--- src/shared/pfce_map.svh ---
// field codes, pattern geometry and reset values for the pattern fill engine
`ifndef PFCE_MAP_SVH
`define PFCE_MAP_SVH

// ----------------------------------------------------------------
// colour depth codes (engine and dynamic depth field)
// ----------------------------------------------------------------
`define PFCE_DEPTH_8          2'h0
`define PFCE_DEPTH_16         2'h1
`define PFCE_DEPTH_32         2'h2

// ----------------------------------------------------------------
// command opcodes; bit 0 marks a monochrome pattern
// ----------------------------------------------------------------
`define PFCE_OPC_FILL_COLOR   8'h40
`define PFCE_OPC_FILL_MONO    8'h41
`define PFCE_OPC_XY_COLOR     8'h50
`define PFCE_OPC_XY_MONO      8'h51
`define PFCE_OPC_MONO_BIT     0

// ----------------------------------------------------------------
// raster operation codes and bit positions
// ----------------------------------------------------------------
`define PFCE_ROP_PAT_COPY     8'hf0
`define PFCE_ROP_SRC_COPY     8'hcc
`define PFCE_ROP_P0_BIT       0
`define PFCE_ROP_P1_BIT       4

// ----------------------------------------------------------------
// pattern geometry
// ----------------------------------------------------------------
`define PFCE_PAT_DIM          8
`define PFCE_PAT_MAX_BYTES    256
`define PFCE_PAT_QW_8BPP      6'h08
`define PFCE_QW_SHIFT         3
`define PFCE_PAT_QW_MAX       32

// ----------------------------------------------------------------
// reset values
// ----------------------------------------------------------------
`define PFCE_RST_WORD         32'h0000_0000
`define PFCE_RST_QWORD        64'h0000_0000_0000_0000
`define PFCE_TRANSP_OFF       3'h0

`endif

--- src/shared/pfce_pkg.sv ---
// types shared by the pattern fill engine files
package pfce_pkg;

  typedef logic [1:0] pfce_depth_t;

  typedef enum logic [2:0] {
    PFCE_S_IDLE,
    PFCE_S_FETCH,
    PFCE_S_STREAM,
    PFCE_S_RADDR,
    PFCE_S_PIX,
    PFCE_S_WRITE
  } pfce_state_t;

endpackage : pfce_pkg
--- src/design/pfce_fill.sv ---
// pattern fill engine: fetch, colour-expand and tile an 8x8 pattern
`timescale 1ns/10ps
`include "pfce_map.svh"
module pfce_fill #(
  parameter int DIM_W = 16
) (
  input  wire logic                core_clk_i,
  input  wire logic                rst_b_i,
  input  wire logic                cmd_valid_i,
  output logic                     cmd_ready_o,
  input  wire logic [7:0]          cmd_opcode_i,
  input  wire logic [7:0]          cmd_rop_i,
  input  wire logic [31:0]         cmd_dst_addr_i,
  input  wire logic [DIM_W-1:0]    cmd_pitch_i,
  input  wire logic [DIM_W-1:0]    cmd_width_i,
  input  wire logic [DIM_W-1:0]    cmd_height_i,
  input  wire logic [31:0]         cmd_pat_addr_i,
  input  wire logic                cmd_pat_stream_i,
  input  wire logic [2:0]          cmd_vert_align_i,
  input  wire logic                cmd_dyn_color_en_i,
  input  wire pfce_pkg::pfce_depth_t cmd_dyn_depth_i,
  input  wire logic [2:0]          cmd_transp_mode_i,
  input  wire logic [63:0]         cmd_mono_pat_i,
  input  wire logic [31:0]         pat_fg_i,
  input  wire logic [31:0]         pat_bg_i,
  input  wire pfce_pkg::pfce_depth_t cfg_depth_i,
  input  wire logic                pat_valid_i,
  output logic                     pat_ready_o,
  input  wire logic [63:0]         pat_data_i,
  output logic                     rd_req_o,
  output logic [31:0]              rd_addr_o,
  input  wire logic                rd_ack_i,
  input  wire logic [63:0]         rd_data_i,
  output logic                     wr_req_o,
  output logic [31:0]              wr_addr_o,
  output logic [31:0]              wr_data_o,
  output pfce_pkg::pfce_depth_t    wr_size_o,
  input  wire logic                wr_ack_i,
  output logic                     src_read_o,
  output logic                     busy_o,
  output logic                     done_o
);

  import pfce_pkg::*;

  // ----------------------------------------------------------------
  // parameter check
  // ----------------------------------------------------------------
  if (DIM_W < 4 || DIM_W > 32)
  begin : g_chk
    $error("pfce_fill: DIM_W must be 4 to 32");
  end

  // ----------------------------------------------------------------
  // decode functions
  // ----------------------------------------------------------------
  function automatic logic is_mono(input logic [7:0] op);
    is_mono = op[`PFCE_OPC_MONO_BIT];
  endfunction : is_mono

  // pattern used when the result depends on p
  function automatic logic rop_uses_pat(input logic [7:0] rop);
    rop_uses_pat = (rop[7:4] != rop[3:0]);
  endfunction : rop_uses_pat

  // source used when the result depends on s
  function automatic logic rop_uses_src(input logic [7:0] rop);
    rop_uses_src = ({rop[7:6], rop[3:2]} != {rop[5:4], rop[1:0]});
  endfunction : rop_uses_src

  function automatic logic [31:0] depth_mask(input pfce_depth_t d);
    if (d == `PFCE_DEPTH_8)
      depth_mask = 32'h0000_00ff;
    else if (d == `PFCE_DEPTH_16)
      depth_mask = 32'h0000_ffff;
    else
      depth_mask = 32'hffff_ffff;
  endfunction : depth_mask

  // ----------------------------------------------------------------
  // state
  // ----------------------------------------------------------------
  pfce_state_t      st_reg;
  logic             mono_reg;
  logic [7:0]       rop_reg;
  pfce_depth_t      depth_reg;
  logic [2:0]       transp_reg;
  logic [63:0]      mono_pat_reg;
  logic [31:0]      fg_reg;
  logic [31:0]      bg_reg;
  logic [31:0]      pat_base_reg;
  logic [31:0]      line_addr_reg;
  logic [DIM_W-1:0] pitch_reg;
  logic [DIM_W-1:0] width_reg;
  logic [DIM_W-1:0] lines_left_reg;
  logic [DIM_W-1:0] x_byte_reg;
  logic [2:0]       row_reg;
  logic [2:0]       col_reg;
  logic [5:0]       qw_cnt_reg;
  logic [5:0]       qw_total_reg;

  // ----------------------------------------------------------------
  // command decode
  // ----------------------------------------------------------------
  wire              cmd_take    = cmd_valid_i & cmd_ready_o;
  wire              cmd_mono    = is_mono(cmd_opcode_i);
  wire              cmd_pat_use = rop_uses_pat(cmd_rop_i);
  wire              cmd_empty   = (cmd_width_i == '0) || (cmd_height_i == '0);
  wire pfce_depth_t cmd_depth   = cmd_dyn_color_en_i ? cmd_dyn_depth_i
                                                     : cfg_depth_i;
  // quadwords per colour pattern: 8, 16 or 32
  wire [5:0]        cmd_qw_total = `PFCE_PAT_QW_8BPP << cmd_depth;
  wire              cmd_fetch   = cmd_pat_use & ~cmd_mono;

  // ----------------------------------------------------------------
  // pattern store
  // ----------------------------------------------------------------
  wire [7:0]  pix_bytes = 8'h01 << depth_reg;
  // byte offset of pixel (row, col) inside the colour pattern
  wire [7:0]  pat_off   = 8'({row_reg, col_reg}) << depth_reg;
  wire [4:0]  pat_qw    = pat_off[7:3];
  wire [2:0]  pat_lane  = pat_off[2:0];
  wire [63:0] mem_rdata;
  wire        fetch_acc = rd_req_o & rd_ack_i;
  wire        strm_acc  = pat_valid_i & pat_ready_o;
  wire        mem_we    = fetch_acc | strm_acc;
  wire [63:0] mem_wdata = fetch_acc ? rd_data_i : pat_data_i;
  wire        last_qw   = (qw_cnt_reg + 6'h01 == qw_total_reg);

  pfce_pat_mem #(
    .WIDTH (64),
    .DEPTH (`PFCE_PAT_QW_MAX),
    .AW    (5)
  ) u_pat_mem (
    .core_clk_i (core_clk_i),
    .rst_b_i    (rst_b_i),
    .wr_en_i    (mem_we),
    .wr_addr_i  (qw_cnt_reg[4:0]),
    .wr_data_i  (mem_wdata),
    .rd_addr_i  (pat_qw),
    .rd_data_o  (mem_rdata)
  );

  // ----------------------------------------------------------------
  // pixel formation
  // ----------------------------------------------------------------
  wire [63:0] lane_shift = mem_rdata >> {pat_lane, 3'h0};
  wire        mono_bit   = mono_pat_reg[{row_reg, ~col_reg}];
  wire [31:0] mono_col   = mono_bit ? fg_reg : bg_reg;
  wire [31:0] pat_pix    = mono_reg ? mono_col : lane_shift[31:0];
  // with no source and no destination read the rop reduces to its p term
  wire [31:0] rop_pix    = (pat_pix & {32{rop_reg[`PFCE_ROP_P1_BIT]}})
                         | (~pat_pix & {32{rop_reg[`PFCE_ROP_P0_BIT]}});
  wire [31:0] out_pix    = rop_pix & depth_mask(depth_reg);
  // nonzero transparency leaves mono background pixels untouched
  wire        pix_write  = (transp_reg == `PFCE_TRANSP_OFF)
                         | ~mono_reg | mono_bit;

  // ----------------------------------------------------------------
  // walk
  // ----------------------------------------------------------------
  wire [DIM_W-1:0] x_byte_nx = x_byte_reg + DIM_W'(pix_bytes);
  wire             line_end  = (x_byte_nx >= width_reg);
  wire             last_line = (lines_left_reg == DIM_W'(1));
  wire [31:0]      pix_addr  = line_addr_reg + 32'(x_byte_reg);
  wire [31:0]      next_line = line_addr_reg + 32'(pitch_reg);

  always_ff @(posedge core_clk_i or negedge rst_b_i)
  begin
    if (!rst_b_i)
    begin
      st_reg         <= PFCE_S_IDLE;
      cmd_ready_o    <= 1'b0;
      pat_ready_o    <= 1'b0;
      rd_req_o       <= 1'b0;
      rd_addr_o      <= `PFCE_RST_WORD;
      wr_req_o       <= 1'b0;
      wr_addr_o      <= `PFCE_RST_WORD;
      wr_data_o      <= `PFCE_RST_WORD;
      wr_size_o      <= `PFCE_DEPTH_8;
      src_read_o     <= 1'b0;
      busy_o         <= 1'b0;
      done_o         <= 1'b0;
      mono_reg       <= 1'b0;
      rop_reg        <= 8'h00;
      depth_reg      <= `PFCE_DEPTH_8;
      transp_reg     <= `PFCE_TRANSP_OFF;
      mono_pat_reg   <= `PFCE_RST_QWORD;
      fg_reg         <= `PFCE_RST_WORD;
      bg_reg         <= `PFCE_RST_WORD;
      pat_base_reg   <= `PFCE_RST_WORD;
      line_addr_reg  <= `PFCE_RST_WORD;
      pitch_reg      <= '0;
      width_reg      <= '0;
      lines_left_reg <= '0;
      x_byte_reg     <= '0;
      row_reg        <= 3'h0;
      col_reg        <= 3'h0;
      qw_cnt_reg     <= 6'h00;
      qw_total_reg   <= 6'h00;
    end
    else
    begin
      done_o <= 1'b0;
      case (st_reg)
        PFCE_S_IDLE:
        begin
          cmd_ready_o <= 1'b1;
          if (cmd_take)
          begin
            cmd_ready_o    <= 1'b0;
            mono_reg       <= cmd_mono;
            rop_reg        <= cmd_rop_i;
            depth_reg      <= cmd_depth;
            transp_reg     <= cmd_transp_mode_i;
            mono_pat_reg   <= cmd_mono_pat_i;
            fg_reg         <= pat_fg_i;
            bg_reg         <= pat_bg_i;
            pat_base_reg   <= {cmd_pat_addr_i[31:3], 3'h0};
            line_addr_reg  <= cmd_dst_addr_i;
            pitch_reg      <= cmd_pitch_i;
            width_reg      <= cmd_width_i;
            lines_left_reg <= cmd_height_i;
            x_byte_reg     <= '0;
            row_reg        <= cmd_vert_align_i;
            col_reg        <= 3'h0;
            qw_cnt_reg     <= 6'h00;
            qw_total_reg   <= cmd_qw_total;
            src_read_o     <= rop_uses_src(cmd_rop_i);
            if (cmd_empty)
            begin
              cmd_ready_o <= 1'b1;
              done_o      <= 1'b1;
            end
            else
            begin
              busy_o <= 1'b1;
              if (cmd_fetch && cmd_pat_stream_i)
              begin
                pat_ready_o <= 1'b1;
                st_reg      <= PFCE_S_STREAM;
              end
              else if (cmd_fetch)
              begin
                rd_req_o  <= 1'b1;
                rd_addr_o <= {cmd_pat_addr_i[31:3], 3'h0};
                st_reg    <= PFCE_S_FETCH;
              end
              else
              begin
                st_reg <= PFCE_S_RADDR;
              end
            end
          end
        end
        PFCE_S_FETCH:
        begin
          if (fetch_acc)
          begin
            qw_cnt_reg <= qw_cnt_reg + 6'h01;
            rd_addr_o  <= rd_addr_o + 32'h0000_0008;
            if (last_qw)
            begin
              rd_req_o <= 1'b0;
              st_reg   <= PFCE_S_RADDR;
            end
          end
        end
        PFCE_S_STREAM:
        begin
          if (strm_acc)
          begin
            qw_cnt_reg <= qw_cnt_reg + 6'h01;
            if (last_qw)
            begin
              pat_ready_o <= 1'b0;
              st_reg      <= PFCE_S_RADDR;
            end
          end
        end
        PFCE_S_RADDR:
        begin
          // pattern store read address settles this cycle
          st_reg <= PFCE_S_PIX;
        end
        PFCE_S_PIX:
        begin
          wr_addr_o <= pix_addr;
          wr_data_o <= out_pix;
          wr_size_o <= depth_reg;
          if (pix_write)
          begin
            wr_req_o <= 1'b1;
          end
          st_reg <= PFCE_S_WRITE;
        end
        PFCE_S_WRITE:
        begin
          if (!wr_req_o || wr_ack_i)
          begin
            wr_req_o <= 1'b0;
            st_reg   <= PFCE_S_RADDR;
            if (line_end)
            begin
              x_byte_reg     <= '0;
              col_reg        <= 3'h0;
              row_reg        <= row_reg + 3'h1;
              line_addr_reg  <= next_line;
              lines_left_reg <= lines_left_reg - DIM_W'(1);
              if (last_line)
              begin
                busy_o      <= 1'b0;
                done_o      <= 1'b1;
                cmd_ready_o <= 1'b1;
                st_reg      <= PFCE_S_IDLE;
              end
            end
            else
            begin
              x_byte_reg <= x_byte_nx;
              col_reg    <= col_reg + 3'h1;
            end
          end
        end
        default:
        begin
          st_reg <= PFCE_S_IDLE;
        end
      endcase
    end
  end

endmodule : pfce_fill

--- src/design/pfce_pat_mem.sv ---
// pattern store: one quadword per word, registered read data
`timescale 1ns/10ps
module pfce_pat_mem #(
  parameter int WIDTH = 64,
  parameter int DEPTH = 32,
  parameter int AW    = 5
) (
  input  wire logic             core_clk_i,
  input  wire logic             rst_b_i,
  input  wire logic             wr_en_i,
  input  wire logic [AW-1:0]    wr_addr_i,
  input  wire logic [WIDTH-1:0] wr_data_i,
  input  wire logic [AW-1:0]    rd_addr_i,
  output logic      [WIDTH-1:0] rd_data_o
);

  logic [WIDTH-1:0] mem_reg [DEPTH];

  if ((1 << AW) < DEPTH)
  begin : g_chk
    $error("pfce_pat_mem: address too narrow for depth");
  end

  always_ff @(posedge core_clk_i)
  begin
    if (wr_en_i)
    begin
      mem_reg[wr_addr_i] <= wr_data_i;
    end
  end

  always_ff @(posedge core_clk_i or negedge rst_b_i)
  begin
    if (!rst_b_i)
    begin
      rd_data_o <= '0;
    end
    else
    begin
      rd_data_o <= mem_reg[rd_addr_i];
    end
  end

endmodule : pfce_pat_mem

--- config.mk ---
export PLATFORM = sky130hd
export DESIGN_NAME = pfce_fill
export DESIGN_NICKNAME = d
export VERILOG_FILES = /design/src/shared/pfce_pkg.sv /design/src/design/pfce_fill.sv /design/src/design/pfce_pat_mem.sv
export VERILOG_INCLUDE_DIRS = /design/src /design/src/shared
export SDC_FILE = /design/constraint.sdc
export NUM_CORES = 2
export LEC_CHECK = 0
export ABC_AREA = 0
export BUFFER_PORTS_ARGS = -buffer_cell sky130_fd_sc_hd__buf_2
export CELL_PAD_IN_SITES_DETAIL_PLACEMENT = 0
export CELL_PAD_IN_SITES_GLOBAL_PLACEMENT = 1
export CORE_MARGIN = 3
export CORE_UTILIZATION = 45
export CTS_BUF_LIST = sky130_fd_sc_hd__clkbuf_8
export DETAILED_ROUTE_END_ITERATION = 6
export GPL_TIMING_DRIVEN = 0
export HOLD_SLACK_MARGIN = 0.05
export PLACE_DENSITY_LB_ADDON = 0.1
export SLEW_MARGIN = 15
export SYNTH_ARGS = -nofsm -noshare
export SYNTH_HDL_FRONTEND = slang
export SYNTH_HIERARCHICAL = 1
export SYNTH_SLANG_ARGS = --single-unit
--- constraint.sdc ---
create_clock -name core_clk_i -period 4.78 [get_ports core_clk_i]
set_input_delay 0.478 -clock core_clk_i [delete_from_list [all_inputs] [get_ports core_clk_i]]
set_output_delay 0.478 -clock core_clk_i [all_outputs]
set_load 0.05 [all_outputs]
Yosys cells after proc, flatten, opt, wreduce, memory -nomap -nowiden --
Memories as Yosys holds them, arrays and structs flattened. A register that Yosys moved wholly into a read port is not among the register bits. Cells that the tools add are included.
Word-level totals: memories 1, bits in registers 361, bits in writable memories 2048, bits of input ports 402, output and inout port bits 105, word-level logic and storage cells 190
Memories:
- u_pat_mem.mem_reg | depth 32, bits a word 64, rd ports 1, clocked after Yosys merged registers in 1, wr ports 1, RTL line pfce_pat_mem.sv:17 | logic [WIDTH-1:0] mem_reg [DEPTH];
Operators by class: bitwise operators 15, magnitude comparators 2, shift operators 4, $add $sub $neg 8, reductions and logical operators 26, eq/ne operators 23, mux-type cells 83
Operators by type and width (count):
- 2-to-1 mux 32 bit | 12
- one-hot mux 32 bit (2 select lines) | 2
- AND 32 bit | 3
- 2-to-1 mux 16 bit | 6
- adder 32 x 16 -> 32 bit | 2
- 2-to-1 mux 64 bit | 1
- one-hot mux 16 bit (2 select lines) | 2
- right shift 64 x 6 -> 32 bit | 1
- 2-to-1 mux 3 bit | 12
- adder 32 x 4 -> 32 bit, second input constant | 1
- zero test 16 bit | 2
- NOT 32 bit | 1
- OR 32 bit | 1
- 2-to-1 mux 1 bit | 29
- inequality test 2 bit, second input constant | 13
- 2-to-1 mux 6 bit | 3
- one-hot mux 3 bit (6 select lines) | 1
- one-hot mux 6 bit (3 select lines) | 1
- AND reduction 6 bit | 3
- adder 16 x 8 -> 16 bit | 1
- == test 16 x 1 -> 1 bit, second input constant | 1
- >= comparator 16 bit | 1
- subtractor 16 x 1 -> 16 bit, second input constant | 1
- one-hot mux 1 bit (2 select lines) | 6
- other kinds (31) | 55

Logic depth before layout (Yosys ltp) --
depth after elaboration 9, depth in mapped cells 23, mapped depth without buffers 19

Modules after synthesis --
The synthesis kept the hierarchy.
Modules (own cells, without submodules):
- pfce_pat_mem | instances 1, cells an instance 3097, area each 79283.5 µm²
- pfce_fill | instances 1, cells an instance 2551, area each 22001.1 µm²

Worst setup path after synthesis --
No wires, ideal clock.
path kind register -> register, from reg rd_req_o, to mem u_pat_mem.mem_reg[12][0], enable pin, setup time 0.487 ns, buffers on the path 3, cell stages (with the launch flop) 8, required time 4.293 ns, path slack -0.497 ns, arrival time 4.791 ns, cells stage by stage dfrtp_1 -> nand2_1 -> buf_1 -> clkbuf_1 -> nand2_1 -> or3b_2 -> clkbuf_1 -> nor2_1
On the way: longest elaborated chain between the ends 4
RTL lines:
- from (decl) | RTL line pfce_fill.sv:30 | output logic rd_req_o,
- from (signal assigned) | RTL line pfce_fill.sv:175 | rd_req_o <= 1'b0;
- from (signal assigned) | RTL line pfce_fill.sv:245 | rd_req_o <= 1'b1;
- from (signal assigned) | RTL line pfce_fill.sv:264 | rd_req_o <= 1'b0;
- AND 1 bit | RTL line pfce_fill.sv:124 | wire fetch_acc = rd_req_o & rd_ack_i;
- OR 1 bit | RTL line pfce_fill.sv:126 | wire mem_we = fetch_acc | strm_acc;
- via mem_we | RTL line pfce_fill.sv:126
- 2-to-1 mux 1 bit | RTL line pfce_pat_mem.sv:26 | if (wr_en_i)
- 2-to-1 mux 1 bit (not written as such) | RTL line pfce_pat_mem.sv:28 | mem_reg[wr_addr_i] <= wr_data_i;
- to (decl) | RTL line pfce_pat_mem.sv:17
The timed path passes the listed nets, and every way through them passes these cells.

Worst setup path after layout --
from reg row_reg[1], to reg u_pat_mem.rd_data_o[28] (read register of u_pat_mem.mem_reg)
On the way: longest elaborated chain between the ends 1
RTL lines:
- from (decl) | RTL line pfce_fill.sv:97 | logic [2:0] row_reg;
- from (signal assigned) | RTL line pfce_fill.sv:225 | row_reg <= cmd_vert_align_i;
- from (signal assigned) | RTL line pfce_fill.sv:307 | row_reg <= row_reg + 3'h1;
- left shift 6 x 2 -> 8 bit | RTL line pfce_fill.sv:120 | wire [7:0] pat_off = 8'({row_reg, col_reg}) << depth_reg;
- via pat_off[4] | RTL line pfce_fill.sv:120
- to (decl) | RTL line pfce_pat_mem.sv:14 | output logic [WIDTH-1:0] rd_data_o
The timed path passes the listed nets, and every way through them passes these cells. A chain may end at the register's enable or synchronous reset.

==> run summary <==
Fmax: 0.213 GHz
Fin. Hold Viols: 0
Worst hold slack: 0.134 ns
Fin crit share: 98.1%
Synth top area share: 60.7%
Place WS: -1.85 ns
Crit path kind: register to register
Area leader, netlist: edfxtp_1
Starting Density: 45.4%
Syn. warnings: 6
Post-synthesis cell type count: 89
Total power draw: 80.6 mW
Unrepaired setup endpoints after global routing: false
Final clock skew: 0.0888 ns
Largest stage delay, worst path: 0.90 ns
Crit-path cells: clkbuf_2 > clkbuf_2 > mux2i_1 > mux2i_1 > buf_2 > buf_2 > clkbuf_1 > mux4_2 > mux4_2 > mux2_2
Number of fill cells: 17.9k
Synthesized cell area: 0.101 mm2
Register Area: 0.0719 mm2
Vias in the first global route: 61.3k
Post-DP HPWL: 229 mm
Clock power frac: 21.5%
Die area: 0.231 mm2
Clock Latency Late Sink: 1.12 ns
Dpl cells: 9,267
Min-Delay Path Class: input port to register
Net Switching: 31.5 mW
Part of the power in registers: 34.8%
Least-Margin Pin Slew: 1.25 ns
Post-Syn Area per Cell: 17.9 um2
Net Sw Frac: 39.1%
CP top delay family: buffers and inverters
Reg clk slew, reported paths: 0.06 ns
Sequential cell area fraction in the yosys report: 71.0%
Leakage: 43.4 nW
Number of flops mapped to enable cells by yosys: 2,048
Placed cell area: 0.111 mm2
Hold depth: 3
DRC violation count after routing: 1
Failing checks: DRC
Slew Viols, Final: 0
FF-to-FF path depth: 10
CTS Buf Count: 420
Die height: 480 um
Gate Count Post-Synth: 5,648
Register bit total from synthesis: 2,464
Asr flop ratio synth: 16.9%
GRT Util Overall: 28.3%
# rows: 173
WP depth: 10
H-tree depth: 5
Initial antenna violation count: 20
Drt first pass iters: 7
Combinational Power Share: 43.8%
Largest cells by area after synthesis: edfxtp_1 (61%), mux4_2 (14%), dfrtp_1 (10%), nand2_1 (2.5%), mux2_2 (1.6%)
Largest net degree at the start of global routing: 99
Period minus WS final: 4.69 ns
Post-route ant nets: 0
Buffers on Ports: 493
Pint: 49.1 mW
First-pass GRT wire length: 461 mm
Startpoint class of the critical path: register
Non-Filler Instances: 10.3k
Status: complete, but fails checks
Final setup margin: 0.0894 ns
Vias: 60.9k
Crit. End Element: register
Syn-to-layout area delta: 20.1%
Top FF cell, synth: edfxtp_1
Setup-failing EPs final: 0
Max VDD drop: 0.392 mV
Num ports: 507
Slew Limit Headroom: 16.3%
Layout Nets: 7,451
Buf/Inv on CP: 5
Worst Path Arrival: 5.62 ns
DR vias/cell: 5.91
CP max-delay cell: clkbuf_1
Max cap viols: 0
Final wirelength: 329 mm
Worst EP required: 5.71 ns
Max reg flops: 2,048
WL/cell: 31.9 um
Root Buffer: clkbuf_8
Util after Layout: 54.6%
Post-route cell area: 0.122 mm2
Core area: 0.223 mm2
Grt ovf: 0
Setup TNS: 0 ns
Clock sink count: 2,464
CP Max Fanout: 10
GP Congestion: 0.911
Multi-input logic area: 0.0282 mm2
Layout cells sized above 1: 29.6%
PwrDens: 663 mW/mm2
CTS Buffer Depth: 4
Initial DRC count: 5,981
TritonCTS clock tree: built
Die Width: 480 um
logic make-up after synthesis:
kind of cell,share of synthesized area (%)
other cells,0.00370
buf+inv,1.57
compound gates,4.11
flops,71.0
xor+xnor,0.527
simple gates,4.92
mux,17.1
fa+ha+maj,0.776
worst reg2reg max path: cells and delay by family (launching register included):
family | cells | cell delay [ns]
buf+inv | 5 | 2.11
flops | 1 | 0.46
mux | 5 | 1.98
synthesized netlist by cell type, drive strengths merged (27+ instances only):
cell / n
clkbuf: 189
o21ai: 172
buf: 134
a21oi: 115
nor3: 35
nand2: 683
and3: 36
inv: 40
dfrtp: 416
ha: 58
edfxtp: 2048
nand3: 67
xnor2: 34
nor2: 170
nor2b: 35
xor2: 27
o22ai: 38
mux4: 621
a221oi: 28
mux2i: 155
mux2: 158
per-layer routing:
layer,part of all wire [%],vias up,global-route usage [%]
li1,-,25333,-
met1,42,32334,40.2
met2,47,2714,45.0
met3,7.8,523,4.87
met4,3.2,8,8.89
met5,0.017,-,0
final timing paths:
path                                                  start                                 to  slack (ns)
worst max-delay path                 row_reg[1]$_DFFE_PN0P_  u_pat_mem/rd_data_o[28]$_DFF_PN0_        0.09
worst min-delay path                     cmd_dyn_color_en_i           depth_reg[1]$_DFFE_PN0P_        0.13
worst max register to register       row_reg[1]$_DFFE_PN0P_  u_pat_mem/rd_data_o[28]$_DFF_PN0_        0.09
worst min register to register  mono_pat_reg[3]$_DFFE_PN0P_        mono_pat_reg[3]$_DFFE_PN0P_        0.47
max in group asynchronous                           rst_b_i          rd_addr_o[22]$_DFFE_PN0P_        2.81
min in group asynchronous                           rst_b_i          x_byte_reg[2]$_DFFE_PN0P_        0.42
final cells by class:
| type | count | share of cell area (%) |
|---|---|---|
| plain buffers | 321 | 1.32 |
| clock inverters | 294 | 1.11 |
| diodes | 19 | 0.0391 |
| inverters | 40 | 0.123 |
| repair buffers | 918 | 7.02 |
| flip-flops and latches | 2464 | 59.1 |
| clock buffers | 445 | 5.03 |
| multi-input cells | 2823 | 23.2 |
| well taps | 2975 | 3.06 |
power by group through the flow:
stage / combinational (mW) / sequential, mW / clock [mW]
floorplan: 20.2 / 29.2 / 0
global placement: 33.9 / 28.6 / 0
detailed placement: 34.9 / 28.4 / 0
CTS: 35.4 / 28.0 / 17.7
global route: 37.1 / 28.3 / 18.6
finish: 35.3 / 28.0 / 17.3
placed cells by master, fill, tap and decap left out, types with 16 or more instances in the layout:
cell type,Yosys,final
nor2_1,168,135
o21ai_1,52,51
edfxtp_1,2048,2048
dlygate4sd3_1,0,269
nor2_4,1,34
o22ai_1,38,38
nand3_1,66,66
xnor2_1,34,33
a31oi_1,19,19
diode_2,0,19
clkinv_1,0,84
a221o_1,26,26
buf_16,0,50
o21ai_0,120,120
clkbuf_8,0,445
inv_1,38,195
o2bb2ai_1,18,18
clkbuf_1,189,136
a21o_1,17,17
clkinv_2,0,35
xor2_1,27,27
mux2i_1,155,155
buf_12,0,97
buf_2,82,579
a21oi_1,115,113
dfrtp_1,416,415
mux4_2,621,621
clkbuf_2,0,39
a211oi_1,25,24
mux2_2,143,143
a221oi_1,28,21
ha_1,58,58
nor3_1,35,34
buf_4,19,35
and3_1,36,34
nor2b_1,35,32
nand4_1,18,18
nand2_1,683,681
nor4_1,16,16
timing repair:
| item | in CTS | in global routing |
|---|---|---|
| pin swaps | 1 | 7 |
| buffers inserted | 1 | 5 |
| gates resized for setup | 77 | 34 |
| hold buffers | 270 | 0 |
| setup endpoints to repair | 139 | 90 |
| hold endpoints to repair | 487 | 0 |
Note: power is estimated with default switching activity, not from simulation.
